$ cat src/design/occ_pkg.sv
// Package for the oscillator control register block
package occ_pkg;
	localparam logic [11:0] OCC_OSC_CTRL_ADDR = 12'hF86;
	localparam logic [7:0] OCC_OSC_CTRL_RST = 8'hA0;
	localparam int OCC_PREC_EN_BIT = 7;
	localparam int OCC_RSVD_BIT = 6;
	localparam int OCC_WDT_EN_BIT = 5;
	localparam int OCC_PRI_FD_BIT = 4;
	localparam int OCC_WDT_FD_BIT = 3;
	localparam int OCC_SEL_LSB = 0;
	// Monitor window: an oscillator edge must arrive within this time
	localparam int OCC_FAIL_WIN_NS = 1000;
	localparam int OCC_CLK_NS = 5;
	localparam int OCC_FAIL_CYC = OCC_FAIL_WIN_NS / OCC_CLK_NS;
	localparam logic [7:0] OCC_FAIL_CYC_W = 8'(OCC_FAIL_CYC);
	// Source select codes
	typedef enum logic [2:0] {
		OCC_SRC_PREC = 3'h0,
		OCC_SRC_PRIMARY = 3'h1,
		OCC_SRC_WDT = 3'h2
	} occ_src_t;
endpackage

$ cat src/design/occ_osc_mon.sv
// Oscillator activity monitor: flags loss of edges on a slow oscillator
`timescale 1ns/1ps
module occ_osc_mon (
	input wire logic clk,
	input wire logic sys_rst,
	input wire logic enable,
	input wire logic osc_in,
	output logic fail
);
	logic [2:0] sync_q;
	logic [7:0] cnt_q;
	logic edge_seen;

	// Three stages; only the agreed later two are looked at
	always_ff @(posedge clk) begin
		if (sys_rst) begin
			sync_q <= 3'h0;
		end else begin
			sync_q <= {sync_q[1:0], osc_in};
		end
	end

	assign edge_seen = sync_q[1] != sync_q[2];

	// Watch window restarts on every oscillator edge
	always_ff @(posedge clk) begin
		if (sys_rst || !enable) begin
			cnt_q <= 8'h00;
			fail <= 1'b0;
		end else if (edge_seen) begin
			cnt_q <= 8'h00;
		end else if (cnt_q == occ_pkg::OCC_FAIL_CYC_W) begin
			fail <= 1'b1; // Sticky until monitoring is turned off
		end else begin
			cnt_q <= cnt_q + 8'h01;
		end
	end
endmodule

$ cat src/design/occ_top.sv
// Oscillator control register with failure monitors and clock select
//
// Our own choice: the address-and-strobe port.
`timescale 1ns/1ps
module occ_top (
	input wire logic clk,
	input wire logic sys_rst,
	input wire logic [11:0] reg_addr,
	input wire logic [7:0] reg_wdata,
	input wire logic reg_wr,
	input wire logic reg_rd,
	output logic [7:0] reg_rdata,
	input wire logic primary_osc_in,
	input wire logic watchdog_osc_in,
	output logic precision_osc_run,
	output logic watchdog_osc_run,
	output logic [2:0] clock_source,
	output logic primary_osc_failed,
	output logic watchdog_osc_failed
);
	logic precision_osc_enable_q;
	logic watchdog_osc_enable_q;
	logic primary_osc_fail_detect_enable_q;
	logic watchdog_osc_fail_detect_enable_q;
	logic [2:0] system_clock_source_select_q;
	logic [7:0] ctrl_view;
	logic hit_wr;
	logic hit_rd;
	logic pri_fail;
	logic wdt_fail;
	logic [2:0] src_d;

	// Both strobes decode the same single address, so one helper serves
	function automatic logic addr_hit(logic [11:0] addr);
		return addr == occ_pkg::OCC_OSC_CTRL_ADDR;
	endfunction

	// Unmapped addresses fall through: writes ignored, reads give zero
	assign hit_wr = reg_wr && addr_hit(reg_addr);
	assign hit_rd = reg_rd && addr_hit(reg_addr);

	// Register fields; bit 6 is never stored
	always_ff @(posedge clk) begin
		if (sys_rst) begin
			precision_osc_enable_q <= occ_pkg::OCC_OSC_CTRL_RST[7];
			watchdog_osc_enable_q <= occ_pkg::OCC_OSC_CTRL_RST[5];
			primary_osc_fail_detect_enable_q <= occ_pkg::OCC_OSC_CTRL_RST[4];
			watchdog_osc_fail_detect_enable_q <= occ_pkg::OCC_OSC_CTRL_RST[3];
			system_clock_source_select_q <= occ_pkg::OCC_OSC_CTRL_RST[2:0];
		end else if (hit_wr) begin
			precision_osc_enable_q <= reg_wdata[occ_pkg::OCC_PREC_EN_BIT];
			watchdog_osc_enable_q <= reg_wdata[occ_pkg::OCC_WDT_EN_BIT];
			primary_osc_fail_detect_enable_q <=
				reg_wdata[occ_pkg::OCC_PRI_FD_BIT];
			watchdog_osc_fail_detect_enable_q <=
				reg_wdata[occ_pkg::OCC_WDT_FD_BIT];
			system_clock_source_select_q <=
				reg_wdata[occ_pkg::OCC_SEL_LSB +: 3];
		end
	end

	assign ctrl_view = {precision_osc_enable_q, 1'b0, watchdog_osc_enable_q,
		primary_osc_fail_detect_enable_q,
		watchdog_osc_fail_detect_enable_q,
		system_clock_source_select_q};

	// Read data stands only in the cycle after the strobe; unmapped reads 0
	always_ff @(posedge clk) begin
		if (sys_rst) begin
			reg_rdata <= 8'h00;
		end else if (hit_rd) begin
			reg_rdata <= ctrl_view;
		end else begin
			reg_rdata <= 8'h00;
		end
	end

	// Primary monitor only runs while its detect bit is set
	occ_osc_mon u_pri_mon (
		.clk(clk),
		.sys_rst(sys_rst),
		.enable(primary_osc_fail_detect_enable_q),
		.osc_in(primary_osc_in),
		.fail(pri_fail)
	);

	// Watchdog monitor is pointless when that oscillator is stopped
	occ_osc_mon u_wdt_mon (
		.clk(clk),
		.sys_rst(sys_rst),
		.enable(watchdog_osc_fail_detect_enable_q && watchdog_osc_enable_q),
		.osc_in(watchdog_osc_in),
		.fail(wdt_fail)
	);

	// Source choice; recovery falls back to the precision oscillator
	always_comb begin
		src_d = system_clock_source_select_q;
		if (src_d == occ_pkg::OCC_SRC_PRIMARY && pri_fail) begin
			src_d = occ_pkg::OCC_SRC_PREC;
		end
	end

	// Outputs registered; recovery also forces the precision oscillator on
	// The extra stage costs one cycle but keeps every pin glitch free
	always_ff @(posedge clk) begin
		if (sys_rst) begin
			precision_osc_run <= occ_pkg::OCC_OSC_CTRL_RST[7];
			watchdog_osc_run <= occ_pkg::OCC_OSC_CTRL_RST[5];
			clock_source <= occ_pkg::OCC_OSC_CTRL_RST[2:0];
			primary_osc_failed <= 1'b0;
			watchdog_osc_failed <= 1'b0;
		end else begin
			precision_osc_run <= precision_osc_enable_q ||
				(pri_fail && system_clock_source_select_q ==
				occ_pkg::OCC_SRC_PRIMARY);
			watchdog_osc_run <= watchdog_osc_enable_q;
			clock_source <= src_d;
			primary_osc_failed <= pri_fail;
			watchdog_osc_failed <= wdt_fail;
		end
	end


	// Reserved bit never leaks onto the read bus
	reserved_zero_a: assert property (
		@(posedge clk) disable iff (sys_rst)
		reg_rdata[6] == 1'b0)
		else $error("reserved bit read nonzero");

	// Read data carries the precision enable held at the strobe
	read_back_a: assert property (
		@(posedge clk) disable iff (sys_rst)
		hit_rd |=> reg_rdata[7] == $past(precision_osc_enable_q))
		else $error("read data mismatch");

	// Read data carries the watchdog enable held at the strobe
	read_wdt_a: assert property (
		@(posedge clk) disable iff (sys_rst)
		hit_rd |=> reg_rdata[5] == $past(watchdog_osc_enable_q))
		else $error("watchdog enable read mismatch");

	// Read data carries the primary detect enable
	read_pri_fd_a: assert property (
		@(posedge clk) disable iff (sys_rst)
		hit_rd |=> reg_rdata[4] == $past(primary_osc_fail_detect_enable_q))
		else $error("primary detect read mismatch");

	// Read data carries the watchdog detect enable
	read_wdt_fd_a: assert property (
		@(posedge clk) disable iff (sys_rst)
		hit_rd |=> reg_rdata[3] == $past(watchdog_osc_fail_detect_enable_q))
		else $error("watchdog detect read mismatch");

	// Read data carries the stored select field, not the recovered one
	read_sel_a: assert property (
		@(posedge clk) disable iff (sys_rst)
		hit_rd |=> reg_rdata[2:0] == $past(system_clock_source_select_q))
		else $error("select field read mismatch");

	// Watchdog oscillator follows the written bit two cycles on
	wdt_run_a: assert property (
		@(posedge clk) disable iff (sys_rst)
		hit_wr |=> ##1 watchdog_osc_run == $past(reg_wdata[5], 2))
		else $error("watchdog run not following write");

	// No primary failure may show while its detection is off
	pri_detect_off_a: assert property (
		@(posedge clk) disable iff (sys_rst)
		!primary_osc_fail_detect_enable_q |-> ##2 !primary_osc_failed)
		else $error("primary failure flagged while off");

	// No watchdog failure may show while its detection is off
	wdt_detect_off_a: assert property (
		@(posedge clk) disable iff (sys_rst)
		!watchdog_osc_fail_detect_enable_q |-> ##2 !watchdog_osc_failed)
		else $error("watchdog failure flagged while off");

	// Codes other than primary pass straight to the source output
	src_follow_a: assert property (
		@(posedge clk) disable iff (sys_rst)
		hit_wr && reg_wdata[2:0] != 3'h1 |=> ##1 clock_source ==
		$past(reg_wdata[2:0], 2))
		else $error("source not updated");

	// Setting bit 7 always starts the precision oscillator
	prec_write_a: assert property (
		@(posedge clk) disable iff (sys_rst)
		hit_wr && reg_wdata[7] |=> ##1 precision_osc_run)
		else $error("precision osc not running");

	// Clearing bit 7 stops it unless primary is selected for recovery
	prec_off_a: assert property (
		@(posedge clk) disable iff (sys_rst)
		hit_wr && !reg_wdata[7] && reg_wdata[2:0] != 3'h1
		|=> ##1 !precision_osc_run)
		else $error("precision osc still running");

	// Read bus idles at zero outside the read slot
	idle_read_a: assert property (
		@(posedge clk) disable iff (sys_rst)
		!hit_rd |=> reg_rdata == 8'h00)
		else $error("read data outside read slot");

	// A failed primary source is swapped for the precision oscillator
	recover_src_a: assert property (
		@(posedge clk) disable iff (sys_rst)
		pri_fail && system_clock_source_select_q == 3'h1
		|=> clock_source == 3'h0)
		else $error("no fallback after primary failure");

	// Recovery must also make sure the fallback oscillator runs
	recover_run_a: assert property (
		@(posedge clk) disable iff (sys_rst)
		pri_fail && system_clock_source_select_q == 3'h1
		|=> precision_osc_run)
		else $error("fallback oscillator not running");

	// Reset brings both oscillators up and selects source zero
	reset_defaults_a: assert property (
		@(posedge clk)
		sys_rst |=> precision_osc_run && watchdog_osc_run &&
		clock_source == 3'h0)
		else $error("outputs not at reset defaults");
endmodule

$ cat config.mk
export PLATFORM = sky130hd
export DESIGN_NAME = occ_top
export DESIGN_NICKNAME = d
export VERILOG_FILES = /design/src/design/occ_pkg.sv /design/src/design/occ_osc_mon.sv /design/src/design/occ_top.sv
export SDC_FILE = /design/constraint.sdc
export NUM_CORES = 1
export LEC_CHECK = 0
export BUFFER_PORTS_ARGS = -buffer_cell sky130_fd_sc_hd__buf_2
export CORE_MARGIN = 1
export CORE_UTILIZATION = 52
export CTS_CLUSTER_SIZE = 30
export DETAILED_ROUTE_END_ITERATION = 16
export PLACE_DENSITY = 0.73
export SYNTH_ARGS = -nofsm -noshare
export SYNTH_HDL_FRONTEND = slang
export SYNTH_SLANG_ARGS = --single-unit
$ cat constraint.sdc
create_clock -name clk -period 2.2 [get_ports clk]
set_input_delay 0.22 -clock clk [delete_from_list [all_inputs] [get_ports clk]]
set_output_delay 0.22 -clock clk [all_outputs]
set_load 0.01 [all_outputs]
==> results.txt, run 1 <==
----------------------------------------------------
[Outcome]
  Run status ... finished clean

[Setup path]
  CP endpoint kind ... flip-flop
  Critical path, cell by cell ... buf_2 > or4b_4 > nor4_4 > buf_4 > mux2i_1
  Maximum fanout encountered on the critical timing path ... 4
  Startpoint-to-endpoint class of the critical path ... in -> reg
  WP data required ... 2.49 ns
  Worst path arrival time ... 1.68 ns
  Critical-path cell with the highest stage delay ... or4b_4
  Worst reg-to-reg path cell count ... 4
  Worst reg2reg path endpoint ... u_wdt_mon.cnt_q[6]$_SDFFE_PP0P_
  Worst reg-to-reg setup slack ... 0.81 ns
  Critical path launch point type ... input pin
  Count of buffer and inverter cells on the critical path ... 2
  Reg2Reg Launch Point ... u_wdt_mon.cnt_q[0]$_SDFFE_PP0P_
  Cell family with the largest share of critical-path delay ... simple AND/OR/NAND/NOR gates
  Slowest cell delay on critical path ... 0.56 ns

[Clock tree]
  Number of gates resized after cts ... 0
  Worst-case clock buffer depth ... 2
  CTS tree ... built
  Worst skew pair latency ... 0.35 ns
  H-tree levels ... 2
  CTS hold repair buffers ... 0
  Clock-pin slew of the registers on the worst-case setup and hold paths ... between 0.1 and 0.15 ns
  Clk root buf ... clkbuf_4
  Clock net sink count ... 45
  Inserted Clock Buffers ... 5
  Post-CTS setup-driven buffer insertion count ... 0

[Power]
  Static Leakage ... between 0.8 and 0.9 nW
  Switching power total ... between 0.2 and 0.3 mW
  Maximum resistive drop on vdd ... 422 uV
  Register share of total power ... 60.6%
  Combinational share of power ... under 10%
  Switching share of power ... around a fifth
  Clock share of power ... between 30% and 40%
  Ratio of total power to cell area ... around 650 mW/mm^2
  P_int ... about 1.1 mW

[Timing]
  Post-route worst setup slack ... 0.801 ns
  Total negative slack for setup checks ... 0 ns
  Hold Fails Final Rpt ... 0
  Timing-limited maximum frequency ... roughly 710 MHz
  Unrepaired setup endpoints after global routing ... false
  Number of slew-limit violations in the final report ... 0
  Fin crit share ... roughly 64%
  Slew headroom ... 61.3%
  Worst Skew ... about 0.0074 ns
  Clock period minus final worst setup slack ... ~1.4 ns
  Transition time at the pin with the least slew margin ... between 0.5 and 0.6 ns
  Final setup fails ... 0

[Logic synthesis]
  Mux share of post-synthesis cell area ... 4.15%
  Most frequently used flop master after synthesis ... dfxtp_1
  Library cells used by synthesis ... 38
  Netlist area before placement ... 0.00178 mm^2
  Dominant combinational cell family by area after synthesis ... simple AND/OR/NAND/NOR gates
  Post-Synth Adder-Cell Area ... around 2.8%
  Flip-flop and latch count after synthesis ... 45
  Simple-gate share of the synthesized area ... between 20% and 30%
  Share of flip-flops with an asynchronous set or reset ... 0%
  Mean instance size in the synthesized netlist ... approximately 9.9 um^2
  Net Count, Synth ... between 200 and 250
  Instance count of the mapped netlist ... 180
  Compound-Gate Fraction of Synth Area ... under 10%
  Seq/Total Area, Yosys ... 50.7%
  YS warnings ... 0
  Number of synthesized flops with an enable pin ... 0
  Share of the synthesized netlist area taken by xor and xnor gates ... 3.94%

[Placement]
  Input/output buffers ... 38
  Post-placement setup slack ... around 0.42 ns
  Post-detailed-placement half-perimeter wirelength ... between 2000 and 2500 um
  Placer congestion estimate ... slightly below 0.8

[Detailed routing]
  Initial detailed-routing violation count ... 66
  Routed wire length per instance ... between 10 and 15 um
  Post-DRT Antenna Nets ... 0
  Detailed Routing Iterations Pass 1 ... 4
  Total wire length ... ~3100 um
  Via count ... ~1400
  DRC errors left ... 0
  Drt via density ... around 5.2

[Layout]
  Number of nets in the layout ... around 250
  Inserted Diodes ... 0
  Commonest non-fill, non-tap cells in the layout ... dfxtp_1, buf_2, nor2b_1
  Area overhead of the layout relative to synthesis ... 17.7%
  Most common library cell in the layout ignoring fill and taps ... dfxtp_1
  Fraction of layout cells with a size suffix above 1 ... a little under a quarter
  Utilization of the core after routing ... between 60% and 70%

[GRT]
  Wire length of the first global-routing pass ... between 5000 and 6000 um
  Remaining global-route overflow ... 0
  Global-route layer with the greatest usage ... met2
  Vias in the first global route ... 1363
  Number of antenna violations at the first check in global routing ... 0
  Met1 capacity usage during global routing ... a little over a fifth
  All-layer global routing usage ... between 10% and 20%
  Largest net degree at the start of global routing ... 25
  Global Route met2 Usage ... approximately 35%
  Grt met3 use ... 5.54%

[Floorplanning]
  Die H ... between 60 and 70 um
  Std-Cell Core Area ... about 0.0032 mm^2
  Die Outline Area ... 0.00366 mm^2
  Placement row count ... 20
  Initial Util ... between 50% and 60%
  # IOs ... 41
  Horizontal die dimension ... ~60 um

[Run]
  Count of max-cap constraint violations ... 0

[Min path]
  Count of cells along the worst hold path ... 2
  Hold crit path type ... in -> reg
  Hold Path Origin ... primary_osc_in
  Worst Hold End ... u_pri_mon.sync_q[0]$_SDFF_PP0_

----------------------------------------------------
## synthesized netlist by cell type, types with 2 or more instances
cell | number | area [um^2]
o31ai_1 | 2 | 15.0
a211oi_1 | 2 | 15.0
nand2b_1 | 5 | 31.3
dfxtp_1 | 45 | 901
o21ai_0 | 7 | 35.0
clkbuf_1 | 3 | 11.3
mux2_2 | 2 | 22.5
or3_1 | 5 | 31.3
and2_1 | 8 | 50.1
a21oi_1 | 8 | 40.0
nand3_1 | 9 | 45.0
inv_1 | 7 | 26.3
xnor2_1 | 4 | 35.0
nand4_1 | 2 | 12.5
mux2i_1 | 4 | 40.0
nor2b_1 | 14 | 87.6
nand2_1 | 9 | 33.8
nor2_1 | 10 | 37.5
ha_1 | 4 | 50.1
nor3b_1 | 2 | 15.0
and3b_1 | 2 | 17.5
nor3_1 | 7 | 35.0
xor2_1 | 4 | 35.0
## metrics by stage
stage | hold WS, ns | std cells | instance area (um^2) | power, mW
floorplan | 0.303 | 180 | 1780 | 0.860
global placement | 0.421 | 259 | 2010 | 0.880
detailed placement | 0.437 | 259 | 2010 | 0.882
CTS | 0.0669 | 267 | 2090 | 1.37
global route | 0.0584 | 267 | 2090 | 1.41
finish | 0.0742 | 267 | 2090 | 1.35
## state kept, by name, indices dropped and copies added (netlist names), 3 cells and up
register,count
clock_source,3
reg_rdata,7
system_clock_source_select_q,3
u_pri_mon.cnt_q,8
u_pri_mon.sync_q,3
u_wdt_mon.cnt_q,8
u_wdt_mon.sync_q,3
## power groups by stage
stage | clock network (mW) | registers (mW) | logic, mW
after floorplan | 0 | 0.839 | 0.0210
after global placement | 0 | 0.839 | 0.0409
after detailed placement | 0 | 0.839 | 0.0431
after CTS | 0.501 | 0.821 | 0.0431
after global routing | 0.538 | 0.822 | 0.0473
final | 0.491 | 0.821 | 0.0423
## cells by family (layout without fill, tap and decap cells)
logic type,count (synthesis),in the layout
AO/OA/AOI/OAI,20,20
XOR/XNOR,8,8
adder cells (fa/ha/maj),4,4
buffers and inverters,11,54
flip-flops,45,45
multiplexers,7,7
other,1,1
AND/OR/NAND/NOR,84,84
## worst max-delay path by stage
stage | startpoint | endpoint | slack [ns] | cells after the start
after global routing | u_wdt_mon.cnt_q[0]$_SDFFE_PP0P_ | u_wdt_mon.cnt_q[6]$_SDFFE_PP0P_ | 0.71 | 4
final | reg_addr[5] | system_clock_source_select_q[0]$_SDFFE_PP0P_ | 0.80 | 5
after floorplan | reg_addr[5] | system_clock_source_select_q[1]$_SDFFE_PP0P_ | 0.49 | 3
after detailed placement | reg_addr[5] | system_clock_source_select_q[1]$_SDFFE_PP0P_ | 0.42 | 4
after global placement | reg_addr[5] | system_clock_source_select_q[2]$_SDFFE_PP0P_ | 0.45 | 4
after CTS | reg_addr[5] | system_clock_source_select_q[0]$_SDFFE_PP0P_ | 0.80 | 5
## worst reg2reg max path, cell delays in order (launching register included)
cell and delay, ns:
dfxtp_1 0.43, ha_1 0.22, nand3_1 0.15, or3_1 0.38
a21oi_1 0.15
## layer usage
layer | vias to the layer above | wire [um]
met1 | 641 | 1320
met2 | 30 | 1640
met4 | 0 | 42
li1 | 699 | -
met3 | 7 | 128
met5 | - | 0
## cell type report
class                           instances  area, um^2
Fill cell                             287        1060
Sequential cell                        45         901
Multi-Input combinational cell        124         832
Timing Repair Buffer                   39         198
Tap cell                               44        55.1
Clock buffer                            6        41.3
Clock inverter                          2        38.8
Inverter                                7        26.3
Note: power is estimated with default switching activity, not from simulation.
==> run 2: changes to the inputs <==
==> constraint.sdc (replaced) <==
create_clock -name clk -period 1.4 [get_ports clk]
set_input_delay 0.14 -clock clk [delete_from_list [all_inputs] [get_ports clk]]
set_output_delay 0.14 -clock clk [all_outputs]
set_load 0.01 [all_outputs]
==> run 2 against run 1 <==
Compared with the run above: sequential power increased by 57%; cell count is 3.0% higher; setup slack got worse by 0.70 ns; critical path type is now reg -> reg; sequential cell count stayed put; core utilization increased by 2.4 points; count of clock-buffer cells in the layout did not move; largest power group unchanged; sequential share of layout area down 1.3 points; global-route usage decreased by 0.28 points; critical path depth fell by 2; first-iteration DRC count grew 20%; non-clock buffer count rose by 8; via count up 0.80%.
==> results.txt, run 2 (synthesis results as in run 1) <==
----------------------------------------------------
[Setup path]
  CP endpoint kind ... flip-flop
  Slowest cell delay on critical path ... 0.53 ns (-0.03 ns)
  CP endpoint ... u_pri_mon.cnt_q[1]$_SDFFE_PP0P_
  Reg2Reg Launch Point ... u_pri_mon.cnt_q[2]$_SDFFE_PP0P_
  Worst path arrival time ... 1.53 ns (-0.15 ns)
  Beginning of the critical path ... u_pri_mon.cnt_q[2]$_SDFFE_PP0P_
  Critical-path cell with the highest stage delay ... or3b_2
  Worst reg2reg path endpoint ... u_pri_mon.cnt_q[1]$_SDFFE_PP0P_
  WP data required ... 1.63 ns (-0.86 ns)
  Startpoint-to-endpoint class of the critical path ... reg -> reg
  Worst reg-to-reg path cell count ... 3 (-1)
  Critical path launch point type ... flip-flop
  Maximum fanout encountered on the critical timing path ... 7 (+3)
  Worst reg-to-reg setup slack ... 0.10 ns (-0.71 ns)
  Critical path, cell by cell ... or3b_2 > o21ai_0 > a21oi_1

[Floorplanning]
  Die H ... 60.5 um (unchanged)
  Initial Util ... 56.4% (unchanged)
  Horizontal die dimension ... 60.5 um (unchanged)
  Die Outline Area ... 0.00366 mm^2 (unchanged)
  # IOs ... 41 (unchanged)
  Placement row count ... 20 (unchanged)
  Std-Cell Core Area ... 0.00315 mm^2 (unchanged)

[Clock tree]
  CTS tree ... built
  Worst-case clock buffer depth ... 2 (unchanged)
  H-tree levels ... 2 (unchanged)
  Clk root buf ... clkbuf_4
  Inserted Clock Buffers ... 5 (unchanged)
  Post-CTS setup-driven buffer insertion count ... 0 (unchanged)
  Worst skew pair latency ... 0.35 ns (about the same)
  Clock-pin slew of the registers on the worst-case setup and hold paths ... 0.12 ns (about the same)
  Clock net sink count ... 45 (unchanged)

[Min path]
  Hold crit path type ... in -> reg

[Layout]
  Most common library cell in the layout ignoring fill and taps ... dfxtp_1
  Largest registers ... u_pri_mon.cnt_q x8, u_wdt_mon.cnt_q x8, reg_rdata x7
  Area overhead of the layout relative to synthesis ... 21.9%
  Post-route cell area ... 0.00217 mm^2 (+3.6%)
  Number of nets in the layout ... 260 (+3.2%)
  Final-layout fill cell count ... 268 (-6.6%)
  Commonest non-fill, non-tap cells in the layout ... dfxtp_1, buf_2, nor2b_1
  Utilization of the core after routing ... 68.7% (+2.4 points)
  Inserted Diodes ... 0 (unchanged)
  Fraction of layout cells with a size suffix above 1 ... 27.3% (+4.0 points)

[GRT]
  Number of antenna violations at the first check in global routing ... 0 (unchanged)
  Largest net degree at the start of global routing ... 15 (-40%)
  Remaining global-route overflow ... 0 (unchanged)
  Vias in the first global route ... 1292 (-5.2%)
  Wire length of the first global-routing pass ... 5260 um (-3.1%)
  All-layer global routing usage ... 19.4% (-0.28 points)

[Timing]
  Unrepaired setup endpoints after global routing ... false
  Timing-limited maximum frequency ... 769 MHz
  Fin crit share ... between 90% and 100%
  Number of slew-limit violations in the final report ... 0 (unchanged)
  Clock period minus final worst setup slack ... 1.30 ns
  Hold Fails Final Rpt ... 0 (unchanged)
  Final setup fails ... 0 (unchanged)
  Worst Skew ... 0.0123 ns (+0.00489 ns)

[Placement]
  Cell area after placement ... 0.00206 mm^2 (+2.6%)
  Placer congestion estimate ... 0.780 (-1.8%)
  Post-detailed-placement half-perimeter wirelength ... 2370 um (-1.4%)
  Input/output buffers ... 38 (unchanged)

[Detailed routing]
  Total wire length ... 3160 um (+1.0%)
  Initial detailed-routing violation count ... 79 (+20%)
  DRC errors left ... 0 (unchanged)
  Met2 wirelength from detailed routing ... 1610 um (-1.3%)
  Via count ... 1388 (+0.80%)
  Routed length on met1 ... 1390 um (+5.5%)
  Routed wire length per instance ... 11.5 um (-1.9%)
  Highest metal layer with signal wires ... met4
  Met3 Routed Length ... 112 um (-13%)
  Detailed Routing Iterations Pass 1 ... 4 (unchanged)
  Drt via density ... 5.05 (-2.1%)
  Post-DRT Antenna Nets ... 0 (unchanged)

[Outcome]
  Run status ... finished clean

[Power]
  Maximum resistive drop on vdd ... 765 uV (+81%)
  Static Leakage ... 0.851 nW (+5.2%)
  Ratio of total power to cell area ... 1010 mW/mm^2 (+56%)

[Run]
  Count of max-cap constraint violations ... 0 (unchanged)

----------------------------------------------------
run 2: changes by cell type in the layout (fill, tap and decap cells not counted), sizes merged:
cell	delta
dlygate4sd3	+1
clkinv	-1
buf	+7
clkinvlp	+1
run 2: layout make-up:
class | count | area [um^2] | share of cell area, %
multi-input cells | 124 | 832 | 38.4
well taps | 44 | 55.1 | 2.54
repair buffers | 47 | 260 | 12.0
clock buffers | 6 | 51.3 | 2.37
inverters | 7 | 26.3 | 1.21
flip-flops and latches | 45 | 905 | 41.7
clock inverters | 2 | 37.5 | 1.73
run 2: timing repair:
item	in CTS	in global routing
endpoints found under the hold margin	1	0
hold buffers	1	0
resized for setup	0	3
endpoints found under the setup margin	0	4
run 2: how the worst min path moves through the flow:
stage	start	to	cells after the start
final	primary_osc_in	u_pri_mon.sync_q[0]$_SDFF_PP0_	2
after global routing	primary_osc_in	u_pri_mon.sync_q[0]$_SDFF_PP0_	2
after CTS	primary_osc_in	u_pri_mon.sync_q[0]$_SDFF_PP0_	2
after detailed placement	watchdog_osc_in	u_wdt_mon.sync_q[0]$_SDFF_PP0_	2
after global placement	primary_osc_in	u_pri_mon.sync_q[0]$_SDFF_PP0_	2
after floorplan	sys_rst	watchdog_osc_failed$_SDFF_PP0_	1
run 2: worst max-delay path, delay by kind of cell, from the launching register on:
family	cells	cell delay [ns]
and+or+nand+nor	1	0.53
DFF	1	0.39
AOI/OAI and AO/OA	2	0.26
run 2: power by group:
| group | switching, mW | internal (mW) |
|---|---|---|
| logic | 0.0291 | 0.0458 |
| clock network | 0.404 | 0.425 |
| registers | 0.00283 | 1.29 |
| total | 0.436 | 1.76 |
run 2: metrics by stage:
stage	instances	total power, mW	TNS [ns]	worst slack (ns)	hold WS [ns]
2_1_floorplan	180	1.35	-0.728	-0.229	0.223
3_3_place_gp	266	1.39	-1.95	-0.204	0.357
3_5_place_dp	266	1.39	-2.48	-0.246	0.359
4_1_cts	275	2.21	0	0.0421	0.0202
5_1_grt	275	2.26	0	0.00246	0.0170
6_report	275	2.19	0	0.100	0.0145
run 2: metal layers:
metal / global-route usage, % / up-vias
li1: - / 718
met2: 35.8 / 27
met3: 4.48 / 4
met5: 0 / -
met1: 21.4 / 639
met4: 7.79 / 0
